`src/plas_pkg.sv`:
```
package plas_pkg;

  // Register byte addresses on the processor side
  localparam logic [15:0] ADDR_PORT0   = 16'hFF00;
  localparam logic [15:0] ADDR_PORT2   = 16'hFF02;
  localparam logic [15:0] ADDR_PORT3   = 16'hFF03;
  localparam logic [15:0] ADDR_PORT4   = 16'hFF04;
  localparam logic [15:0] ADDR_PORT12  = 16'hFF0C;
  localparam logic [15:0] ADDR_PORT13  = 16'hFF0D;
  localparam logic [15:0] ADDR_ANASEL  = 16'hFF84;

  // Implemented pin counts per port
  localparam int PORT0_W  = 4;
  localparam int PORT2_W  = 4;
  localparam int PORT3_W  = 5;
  localparam int PORT3_LW = 4;
  localparam int PORT4_W  = 8;
  localparam int PORT12_W = 4;
  localparam int ANASEL_W = 4;
  localparam int PIN_TOT  = PORT0_W + PORT2_W + PORT3_W + PORT4_W + PORT12_W;

  // Bit positions inside the merged pin vector
  localparam int POS_P0  = 0;
  localparam int POS_P2  = POS_P0 + PORT0_W;
  localparam int POS_P3  = POS_P2 + PORT2_W;
  localparam int POS_P4  = POS_P3 + PORT3_W;
  localparam int POS_P12 = POS_P4 + PORT4_W;

  // Alternate-function bit positions
  localparam int BIT_P3_CAPA = 0;
  localparam int BIT_P3_CAPB = 1;
  localparam int BIT_P3_TMR0 = 1;
  localparam int BIT_P4_IRQ3 = 1;
  localparam int BIT_P4_TMRH = 2;
  localparam int BIT_P4_TXD  = 3;
  localparam int BIT_P4_RXD  = 4;

  // Reset values
  localparam logic [7:0] LATCH_RST  = 8'h00;
  localparam logic [7:0] ANASEL_RST = 8'h00;
  localparam logic [7:0] RD_ZERO    = 8'h00;

  // Synchroniser depth for pin levels
  localparam int SYNC_STAGES = 2;

endpackage

```
`src/plas_sync.sv`:
```
`timescale 1ns/10ps
module plas_sync #(
  parameter int WIDTH  = 25,
  parameter int STAGES = 2
) (
  // Clock and reset
  input  wire logic             clock_in,
  input  wire logic             resetn_in,
  // Data
  input  wire logic [WIDTH-1:0] async_in,
  output logic      [WIDTH-1:0] sync_out
);

  if (WIDTH < 1 || STAGES < 2) begin : g_chk
    $error("plas_sync needs WIDTH >= 1 and STAGES >= 2");
  end

  for (genvar i = 0; i < WIDTH; i++) begin : g_bit
    logic [STAGES-1:0] chain_r;
    // First stage feeds only the next stage
    always_ff @(posedge clock_in or negedge resetn_in) begin
      if (!resetn_in) begin
        chain_r <= '0;
      end else begin
        chain_r <= {chain_r[STAGES-2:0], async_in[i]};
      end
    end
    assign sync_out[i] = chain_r[STAGES-1];
  end

endmodule

```
`src/plas_anasel.sv`:
```
`timescale 1ns/10ps
module plas_anasel
  import plas_pkg::*;
#(
  parameter int WIDTH = ANASEL_W
) (
  // Clock and reset
  input  wire logic             clock_in,
  input  wire logic             resetn_in,
  // Write side
  input  wire logic             wr_en_in,
  input  wire logic [7:0]       wr_data_in,
  // Selection bits
  output logic      [WIDTH-1:0] sel_out
);

  if (WIDTH < 1 || WIDTH > 8) begin : g_chk
    $error("plas_anasel WIDTH must be 1 to 8");
  end

  logic [WIDTH-1:0] sel_r;

  // Upper bits of the byte are dropped, so they stay zero
  always_ff @(posedge clock_in or negedge resetn_in) begin
    if (!resetn_in) begin
      sel_r <= ANASEL_RST[WIDTH-1:0];
    end else if (wr_en_in) begin
      sel_r <= wr_data_in[WIDTH-1:0];
    end
  end

  assign sel_out = sel_r;

endmodule

```
`src/plas_top.sv`:
```
`timescale 1ns/10ps
module plas_top
  import plas_pkg::*;
(
  // Clock and reset
  input  wire logic                clock_in,
  input  wire logic                resetn_in,
  // Processor access
  input  wire logic [15:0]         cpu_addr_in,
  input  wire logic                cpu_wr_in,
  input  wire logic [7:0]          cpu_wdata_in,
  input  wire logic                cpu_bitwr_in,
  input  wire logic [2:0]          cpu_bitsel_in,
  input  wire logic                cpu_bitval_in,
  input  wire logic                cpu_rd_in,
  output logic      [7:0]          cpu_rdata_out,
  output logic                     cpu_rvalid_out,
  // Direction bits from the direction register block
  input  wire logic [PORT0_W-1:0]  direction_bit_p0_in,
  input  wire logic [PORT2_W-1:0]  direction_bit_p2_in,
  input  wire logic [PORT3_LW-1:0] direction_bit_p3_in,
  input  wire logic [PORT4_W-1:0]  direction_bit_p4_in,
  input  wire logic [PORT12_W-1:0] direction_bit_p12_in,
  // Port 0 pins
  input  wire logic [PORT0_W-1:0]  p0_pin_in,
  output logic      [PORT0_W-1:0]  p0_pin_out,
  output logic      [PORT0_W-1:0]  p0_pin_oe_out,
  // Port 2 pins
  input  wire logic [PORT2_W-1:0]  p2_pin_in,
  output logic      [PORT2_W-1:0]  p2_pin_out,
  output logic      [PORT2_W-1:0]  p2_pin_oe_out,
  // Port 3 pins, bit 4 input only
  input  wire logic [PORT3_W-1:0]  p3_pin_in,
  output logic      [PORT3_LW-1:0] p3_pin_out,
  output logic      [PORT3_LW-1:0] p3_pin_oe_out,
  // Port 4 pins
  input  wire logic [PORT4_W-1:0]  p4_pin_in,
  output logic      [PORT4_W-1:0]  p4_pin_out,
  output logic      [PORT4_W-1:0]  p4_pin_oe_out,
  // Port 12 pins
  input  wire logic [PORT12_W-1:0] p12_pin_in,
  output logic      [PORT12_W-1:0] p12_pin_out,
  output logic      [PORT12_W-1:0] p12_pin_oe_out,
  // Port 13 pin, output only
  output logic                     p13_pin_out,
  // Alternate outputs from peripherals
  input  wire logic                timer0_output_in,
  input  wire logic                timer_h1_output_in,
  input  wire logic                serial_transmit_line_in,
  // Alternate inputs to peripherals
  output logic                     timer0_capture_in_a_out,
  output logic                     timer0_capture_in_b_out,
  output logic                     ext_irq_in0_out,
  output logic                     ext_irq_in1_out,
  output logic                     ext_irq_in2_out,
  output logic                     ext_irq_in3_out,
  output logic                     serial_receive_line_out,
  // Converter side
  output logic      [ANASEL_W-1:0] analog_inputs_sel_out
);

  // Synchronised pin levels
  logic [PIN_TOT-1:0]  pin_raw;
  logic [PIN_TOT-1:0]  pin_sync;
  logic [PORT0_W-1:0]  p0_lvl;
  logic [PORT2_W-1:0]  p2_lvl;
  logic [PORT3_W-1:0]  p3_lvl;
  logic [PORT4_W-1:0]  p4_lvl;
  logic [PORT12_W-1:0] p12_lvl;

  // Output latches
  logic [PORT0_W-1:0]  p0_lat_r;
  logic [PORT2_W-1:0]  p2_lat_r;
  logic [PORT3_LW-1:0] p3_lat_r;
  logic [PORT4_W-1:0]  p4_lat_r;
  logic [PORT12_W-1:0] p12_lat_r;
  logic                p13_lat_r;

  // Pin drive flops
  logic [PORT0_W-1:0]  p0_oe_r;
  logic [PORT2_W-1:0]  p2_oe_r;
  logic [PORT2_W-1:0]  p2_out_r;
  logic [PORT3_LW-1:0] p3_oe_r;
  logic [PORT3_LW-1:0] p3_out_r;
  logic [PORT4_W-1:0]  p4_oe_r;
  logic [PORT4_W-1:0]  p4_out_r;
  logic [PORT12_W-1:0] p12_oe_r;

  // Access path
  logic [ANASEL_W-1:0] ana_sel;
  logic [7:0]          cur_val;
  logic [7:0]          wr_val;
  logic                wr_any;
  logic                ana_wr;
  logic [7:0]          rdata_r;
  logic                rvalid_r;

  assign pin_raw = {p12_pin_in, p4_pin_in, p3_pin_in, p2_pin_in, p0_pin_in};

  plas_sync #(
    .WIDTH  (PIN_TOT),
    .STAGES (SYNC_STAGES)
  ) u_sync (
    .clock_in  (clock_in),
    .resetn_in (resetn_in),
    .async_in  (pin_raw),
    .sync_out  (pin_sync)
  );

  assign p0_lvl  = pin_sync[POS_P0  +: PORT0_W];
  assign p2_lvl  = pin_sync[POS_P2  +: PORT2_W];
  assign p3_lvl  = pin_sync[POS_P3  +: PORT3_W];
  assign p4_lvl  = pin_sync[POS_P4  +: PORT4_W];
  assign p12_lvl = pin_sync[POS_P12 +: PORT12_W];

  // Current register view: latch where output, pin where input
  always_comb begin
    cur_val = RD_ZERO;
    unique case (cpu_addr_in)
      ADDR_PORT0: begin
        cur_val[PORT0_W-1:0] = (p0_lat_r & ~direction_bit_p0_in) |
                               (p0_lvl & direction_bit_p0_in);
      end
      ADDR_PORT2: begin
        // Analog pins have no digital input path
        cur_val[PORT2_W-1:0] = (p2_lat_r & ~direction_bit_p2_in) |
                               (p2_lvl & direction_bit_p2_in &
                                ~ana_sel);
      end
      ADDR_PORT3: begin
        cur_val[PORT3_LW-1:0] = (p3_lat_r & ~direction_bit_p3_in) |
                                (p3_lvl[PORT3_LW-1:0] &
                                 direction_bit_p3_in);
        cur_val[PORT3_LW] = p3_lvl[PORT3_LW];
      end
      ADDR_PORT4: begin
        cur_val = (p4_lat_r & ~direction_bit_p4_in) |
                  (p4_lvl & direction_bit_p4_in);
      end
      ADDR_PORT12: begin
        cur_val[PORT12_W-1:0] = (p12_lat_r & ~direction_bit_p12_in) |
                                (p12_lvl & direction_bit_p12_in);
      end
      ADDR_PORT13: begin
        cur_val[0] = p13_lat_r;
      end
      ADDR_ANASEL: begin
        cur_val[ANASEL_W-1:0] = ana_sel;
      end
      default: begin
        cur_val = RD_ZERO;
      end
    endcase
  end

  // Bit write merges into the byte that a read would return now,
  // so input-mode latches take their pin level as a side effect.
  always_comb begin
    wr_val = cpu_wdata_in;
    if (!cpu_wr_in) begin
      wr_val = cur_val;
      wr_val[cpu_bitsel_in] = cpu_bitval_in;
    end
  end

  assign wr_any = cpu_wr_in | cpu_bitwr_in;
  assign ana_wr = wr_any && (cpu_addr_in == ADDR_ANASEL);

  plas_anasel #(
    .WIDTH (ANASEL_W)
  ) u_anasel (
    .clock_in   (clock_in),
    .resetn_in  (resetn_in),
    .wr_en_in   (ana_wr),
    .wr_data_in (wr_val),
    .sel_out    (ana_sel)
  );

  // Output latches
  always_ff @(posedge clock_in or negedge resetn_in) begin
    if (!resetn_in) begin
      p0_lat_r <= LATCH_RST[PORT0_W-1:0];
    end else if (wr_any && cpu_addr_in == ADDR_PORT0) begin
      p0_lat_r <= wr_val[PORT0_W-1:0];
    end
  end

  always_ff @(posedge clock_in or negedge resetn_in) begin
    if (!resetn_in) begin
      p2_lat_r <= LATCH_RST[PORT2_W-1:0];
    end else if (wr_any && cpu_addr_in == ADDR_PORT2) begin
      p2_lat_r <= wr_val[PORT2_W-1:0];
    end
  end

  // Bit 4 has no latch, so its written value is dropped
  always_ff @(posedge clock_in or negedge resetn_in) begin
    if (!resetn_in) begin
      p3_lat_r <= LATCH_RST[PORT3_LW-1:0];
    end else if (wr_any && cpu_addr_in == ADDR_PORT3) begin
      p3_lat_r <= wr_val[PORT3_LW-1:0];
    end
  end

  always_ff @(posedge clock_in or negedge resetn_in) begin
    if (!resetn_in) begin
      p4_lat_r <= LATCH_RST;
    end else if (wr_any && cpu_addr_in == ADDR_PORT4) begin
      p4_lat_r <= wr_val;
    end
  end

  always_ff @(posedge clock_in or negedge resetn_in) begin
    if (!resetn_in) begin
      p12_lat_r <= LATCH_RST[PORT12_W-1:0];
    end else if (wr_any && cpu_addr_in == ADDR_PORT12) begin
      p12_lat_r <= wr_val[PORT12_W-1:0];
    end
  end

  always_ff @(posedge clock_in or negedge resetn_in) begin
    if (!resetn_in) begin
      p13_lat_r <= LATCH_RST[0];
    end else if (wr_any && cpu_addr_in == ADDR_PORT13) begin
      p13_lat_r <= wr_val[0];
    end
  end

  // Output enables; registered so pins come straight from flops
  always_ff @(posedge clock_in or negedge resetn_in) begin
    if (!resetn_in) begin
      p0_oe_r  <= '0;
      p2_oe_r  <= '0;
      p3_oe_r  <= '0;
      p4_oe_r  <= '0;
      p12_oe_r <= '0;
    end else begin
      p0_oe_r  <= ~direction_bit_p0_in;
      p2_oe_r  <= ~direction_bit_p2_in & ~ana_sel;
      p3_oe_r  <= ~direction_bit_p3_in;
      p4_oe_r  <= ~direction_bit_p4_in;
      p12_oe_r <= ~direction_bit_p12_in;
    end
  end

  // Pin values with alternate outputs merged into the latch.
  // Timer outputs need latch 0, serial transmit needs latch 1.
  always_ff @(posedge clock_in or negedge resetn_in) begin
    if (!resetn_in) begin
      p2_out_r <= '0;
      p3_out_r <= '0;
      p4_out_r <= '0;
    end else begin
      p2_out_r <= p2_lat_r & ~ana_sel;
      p3_out_r <= p3_lat_r;
      p3_out_r[BIT_P3_TMR0] <= p3_lat_r[BIT_P3_TMR0] |
                               timer0_output_in;
      p4_out_r <= p4_lat_r;
      p4_out_r[BIT_P4_TMRH] <= p4_lat_r[BIT_P4_TMRH] |
                               timer_h1_output_in;
      p4_out_r[BIT_P4_TXD]  <= p4_lat_r[BIT_P4_TXD] &
                               serial_transmit_line_in;
    end
  end

  // Read data, one cycle after the strobe
  always_ff @(posedge clock_in or negedge resetn_in) begin
    if (!resetn_in) begin
      rdata_r  <= RD_ZERO;
      rvalid_r <= 1'b0;
    end else begin
      rvalid_r <= cpu_rd_in;
      if (cpu_rd_in) begin
        rdata_r <= cur_val;
      end
    end
  end

  assign cpu_rdata_out  = rdata_r;
  assign cpu_rvalid_out = rvalid_r;

  assign p0_pin_out     = p0_lat_r;
  assign p0_pin_oe_out  = p0_oe_r;
  assign p2_pin_out     = p2_out_r;
  assign p2_pin_oe_out  = p2_oe_r;
  assign p3_pin_out     = p3_out_r;
  assign p3_pin_oe_out  = p3_oe_r;
  assign p4_pin_out     = p4_out_r;
  assign p4_pin_oe_out  = p4_oe_r;
  assign p12_pin_out    = p12_lat_r;
  assign p12_pin_oe_out = p12_oe_r;
  assign p13_pin_out    = p13_lat_r;

  // Alternate inputs follow the pin whatever the latch holds
  assign timer0_capture_in_a_out = p3_lvl[BIT_P3_CAPA];
  assign ext_irq_in0_out         = p3_lvl[BIT_P3_CAPA];
  assign timer0_capture_in_b_out = p3_lvl[BIT_P3_CAPB];
  assign ext_irq_in2_out         = p3_lvl[BIT_P3_CAPB];
  assign ext_irq_in3_out         = p4_lvl[BIT_P4_IRQ3];
  assign ext_irq_in1_out         = p4_lvl[BIT_P4_TXD];
  assign serial_receive_line_out = p4_lvl[BIT_P4_RXD];

  // Converter takes the pin when selected
  assign analog_inputs_sel_out = ana_sel;

endmodule

```
`config.mk`:
```
export PLATFORM = sky130hd
export DESIGN_NAME = plas_top
export DESIGN_NICKNAME = d
export VERILOG_FILES = /design/src/plas_pkg.sv /design/src/plas_sync.sv /design/src/plas_anasel.sv /design/src/plas_top.sv
export SDC_FILE = /design/constraint.sdc
export NUM_CORES = 1
export LEC_CHECK = 0
export BUFFER_PORTS_ARGS = -buffer_cell sky130_fd_sc_hd__buf_4
export CORE_ASPECT_RATIO = 0.8
export CORE_UTILIZATION = 45
export CTS_CLUSTER_DIAMETER = 120
export CTS_CLUSTER_SIZE = 24
export DETAILED_ROUTE_END_ITERATION = 7
export GPL_TIMING_DRIVEN = 0
export PLACE_DENSITY = 0.71
export SYNTH_ARGS = -nofsm -noshare
export SYNTH_HDL_FRONTEND = slang
export SYNTH_HIERARCHICAL = 1
export SYNTH_SLANG_ARGS = --single-unit
```
`constraint.sdc`:
```
create_clock -name clock_in -period 2.1 [get_ports clock_in]
set_input_delay 0.21 -clock clock_in [delete_from_list [all_inputs] [get_ports clock_in]]
set_output_delay 0.21 -clock clock_in [all_outputs]
set_load 0.005 [all_outputs]
```
# == After elaboration in Yosys (flattened, before gate mapping) ==
# Cells that the tools add are included.
# op_classes
magnitude_cmp,2
eq_ne,7
mux,8
n_bitwise,28
n_reduce_logical,8
# ops
op,n
== test 16 bit (second input constant),7
AND 4 bit,11
inverter 4 bit,5
case mux 3 bit (6 select lines),1
AND 8 bit,2
OR 4 bit,4
bitwise mux 8 bit,1
logical AND 1 bit,8
2-to-1 mux 8 bit,1
inverter 8 bit,1
OR 8 bit,1
case mux 1 bit (7 select lines),1
< comparator 3 x 4 -> 1 bit (second input constant),1
demux 1 bit (select 3 bit),1
greater-or-equal comparator 3 x 1 -> 1 bit (second input constant),1
2-to-1 mux 3 bit,1
OR 1 bit,3
case mux 1 bit (2 select lines),1
AND 1 bit,1
2-to-1 mux 1 bit,1
# totals
regBits,128
input_bits,85
output_inout_bits,69
wordCells,95

# == Logic depth before layout (Yosys ltp) ==
# depth
depth_word,6
depth_mapped,7
ltp_nobuf,6

# == Cells and area by module ==
# The synthesis kept the hierarchy.
# modules_own_cells
module,n_inst,cells_each,area_per_inst_um2,seq_area_each_um2
plas_top,1,346,3479.6,1851.8
plas_sync,1,75,1438.9,1251.2
plas_anasel,1,8,145.1,100.1

# == Least setup slack after synthesis ==
# OpenSTA, ideal clock, no wires.
# synth_path
kind,input port to flip-flop
from,input port cpu_addr_in[5]
to,"register u_anasel.sel_r[0], in the netlist u_anasel/sel_out[0]"
setup_ps,125
arrival_time_ps,1933
required_time_ps,1975
setup_slack_ps,42
cell_stages,4
path_buffers,0
cell_sequence,or4b_2 or4_1 nor2_1 mux2_2
# synth_via
word_cells_on_any_way,11
cone_classes,7 x eq/ne; 3 x mux; 1 x reduce/logical
# synth_lines
element,line_no,text
start: declaration,plas_top.sv:9,"input wire logic [15:0] cpu_addr_in,"
== test 16 bit,plas_top.sv:167,assign ana_wr = wr_any && (cpu_addr_in == ADDR_ANASEL);
logical AND 1 bit,plas_top.sv:167,
via ana_wr,plas_top.sv:94,logic ana_wr;
end signal: assignment,plas_anasel.sv:26,sel_r <= ANASEL_RST[WIDTH-1:0];
end signal: assignment,plas_anasel.sv:28,sel_r <= wr_data_in[WIDTH-1:0];
end: declaration,plas_anasel.sv:21,logic [WIDTH-1:0] sel_r;
# The timed path passes the listed nets, and every way through them passes these cells.
# A chain may end at the register's enable or synchronous reset.

# == Worst setup path after layout ==
# layout_path
from,input port cpu_addr_in[5]
to,"register u_anasel.sel_r[1], in the netlist u_anasel/sel_out[1]"
# Same word-level chain as after synthesis.

==> flow_summary.json <==
{
  "grt_pass1_vias": 4158,
  "dieArea_um2": 11700,
  "critPathArrivalTime_ps": 2380,
  "relSlewSlack": 0.310,
  "layout.nets": 738,
  "syn_inst": 427,
  "totalWireLength_um": 13400,
  "max_freq_mhz": 480,
  "cpPeakStageDelay_ps": 740,
  "drc": 0,
  "syn_area_per_cell_um2": 11.8,
  "worst-path-buf-inv": 1,
  "drive_above_1_share": 0.366,
  "fin_crit_sh": 0.993,
  "outcome": "finished, final reports clean",
  "start_util": 0.464,
  "clk_latency_ps": 410,
  "cts_tree": "done",
  "dpl_cell_area_um2": 6410,
  "fin_crit_ps": 2080,
  "cpMaxStageDelayCell": "or4b_2",
  "internal-power_mw": 4.65,
  "pre_cts_ws_ps": -613,
  "setup_viol": 0,
  "place_inst": 724,
  "switching_power_mw": 1.30,
  "routedWlPerCell_um": 16.6,
  "syn2layout_area_growth_pct": 49.8,
  "finalClockSkew_ps": 7.47,
  "switching_share": 0.219,
  "coreArea_um2": 10900,
  "power_density_nw_per_um2": 785,
  "layout.cells.non_filler": 810,
  "row_count": 34,
  "numCtsBuffers": 17,
  "io_buffers": 152,
  "clk_pin_slew_ps": 50,
  "antenna_found_initial": 0,
  "cp-start-kind": "primary input",
  "p_clk_frac": 0.477,
  "die_h_um": 96.8,
  "combPwrFrac": 0.092,
  "clock-sinks": 128,
  "synth_warnings": 6,
  "pwr-share-seq": 0.431,
  "synth_area_um2": 5050,
  "hold-worst-slack_ps": 27.2,
  "path_class": "primary input to flop",
  "cp_max_fo": 4,
  "total_power_mw": 5.95,
  "crit_family": "simple AND/OR/NAND/NOR gates",
  "dr_total_vias": 4037,
  "grt_pass1_wl_um": 21200,
  "track_usage": 0.244,
  "cts-root-buf": "clkbuf_16",
  "drtIter0Drc": 235,
  "clk_path_buf_depth": 2,
  "gp_routability_congestion": 0.865,
  "num_antenna_cells": 0,
  "tns_ps": 0,
  "synth.net_count": 512,
  "grt_max_degree": 94,
  "htreeDepth": 4,
  "post-route-util": 0.695,
  "detailed_place_hpwl_um": 9320,
  "dieWidth_um": 120,
  "setup_slack_ps": 15.6,
  "ir_drop_mv": 0.600,
  "routed_via_density": 4.98,
  "worst_pin_slew_ps": 1020,
  "dr.pass1.iters": 4,
  "p_leak_nw": 3.67,
  "overflow": 0,
  "final_antenna_net_count": 0,
  "rsz0062_at_grt": "no",
  "io_pins": 154,
  "cap_violations": 0,
  "hold_viol_final": 0,
  "hold_path.class": "primary input to flop",
  "design_area_um2": 7570,
  "required_ps": 2390,
  "crit_chain": "buf_4 > or4b_2 > or4_1 > nor2_1 > mux2_2",
  "cp-end-kind": "flop",
  "drv_slew": 0
}
[sequential cells by signal, indices dropped and copies added (netlist names), 8 cells and up]
register	count
p4_lat_r	8
u_sync/g_bit.chain_r	50
p4_pin_oe_out	8
p4_pin_out	8
cpu_rdata_out	8
[power by group through the flow]
stage	logic [mW]	clock network, mW	registers, mW
after CTS	0.540	2.87	2.57
after floorplan	0.155	0	2.61
final	0.544	2.84	2.57
after detailed placement	0.455	0	2.61
after global routing	0.591	3.00	2.57
after global placement	0.439	0	2.60
[final cells by class]
class	instances	area, um^2
Timing Repair Buffer	207	1710
Clock buffer	22	464
Sequential cell	128	3200
Buffer	37	255
Inverter	28	105
Fill cell	827	3320
Tap cell	144	180
Multi-Input combinational cell	234	1540
Clock inverter	10	111
[cell usage in the layout (no fill, tap or decap), types with 9 or more instances in the layout]
| master | count |
|---|---|
| clkbuf_1 | 10 |
| o21ai_0 | 13 |
| dfrtp_1 | 128 |
| nand2_1 | 56 |
| buf_4 | 179 |
| o21ai_1 | 15 |
| inv_1 | 28 |
| nor2b_1 | 9 |
| dlygate4sd3_1 | 53 |
| mux2i_1 | 16 |
| a21oi_1 | 9 |
| mux2_2 | 10 |
| nor2_1 | 20 |
| clkbuf_16 | 17 |
[timing repair]
| action | in CTS | in global routing |
|---|---|---|
| pin swaps | 0 | 1 |
| endpoints found under the hold margin | 87 | 0 |
| gates resized for setup | 5 | 5 |
| buffers inserted | 0 | 1 |
| hold buffers | 53 | 0 |
| setup endpoints to repair | 11 | 10 |
[metal layers]
metal / vias up / global-route usage / routed length, um
met2: 148 / 0.384 / 6620
met5: - / 0 / 0
met3: 14 / 0.0696 / 949
met4: 0 / 0.0893 / 138
met1: 1975 / 0.322 / 5700
li1: 1900 / - / -
[worst paths after layout]
check                           cells after the start                          end                        start  slack, ps
worst min-delay path                                2                p4_pin_out[3]      serial_transmit_line_in         30
max in group asynchronous                           3          u_anasel/sel_out[2]                    resetn_in       1070
worst max register to register                      7          u_anasel/sel_out[2]   u_sync/g_bit[2].chain_r[1]         80
min in group asynchronous                           2  u_sync/g_bit[11].chain_r[1]                    resetn_in        260
worst max-delay path                                5          u_anasel/sel_out[1]               cpu_addr_in[5]         20
worst min register to register                      0  u_sync/g_bit[20].chain_r[1]  u_sync/g_bit[20].chain_r[0]        340
Power figures use the tool's default switching activity.
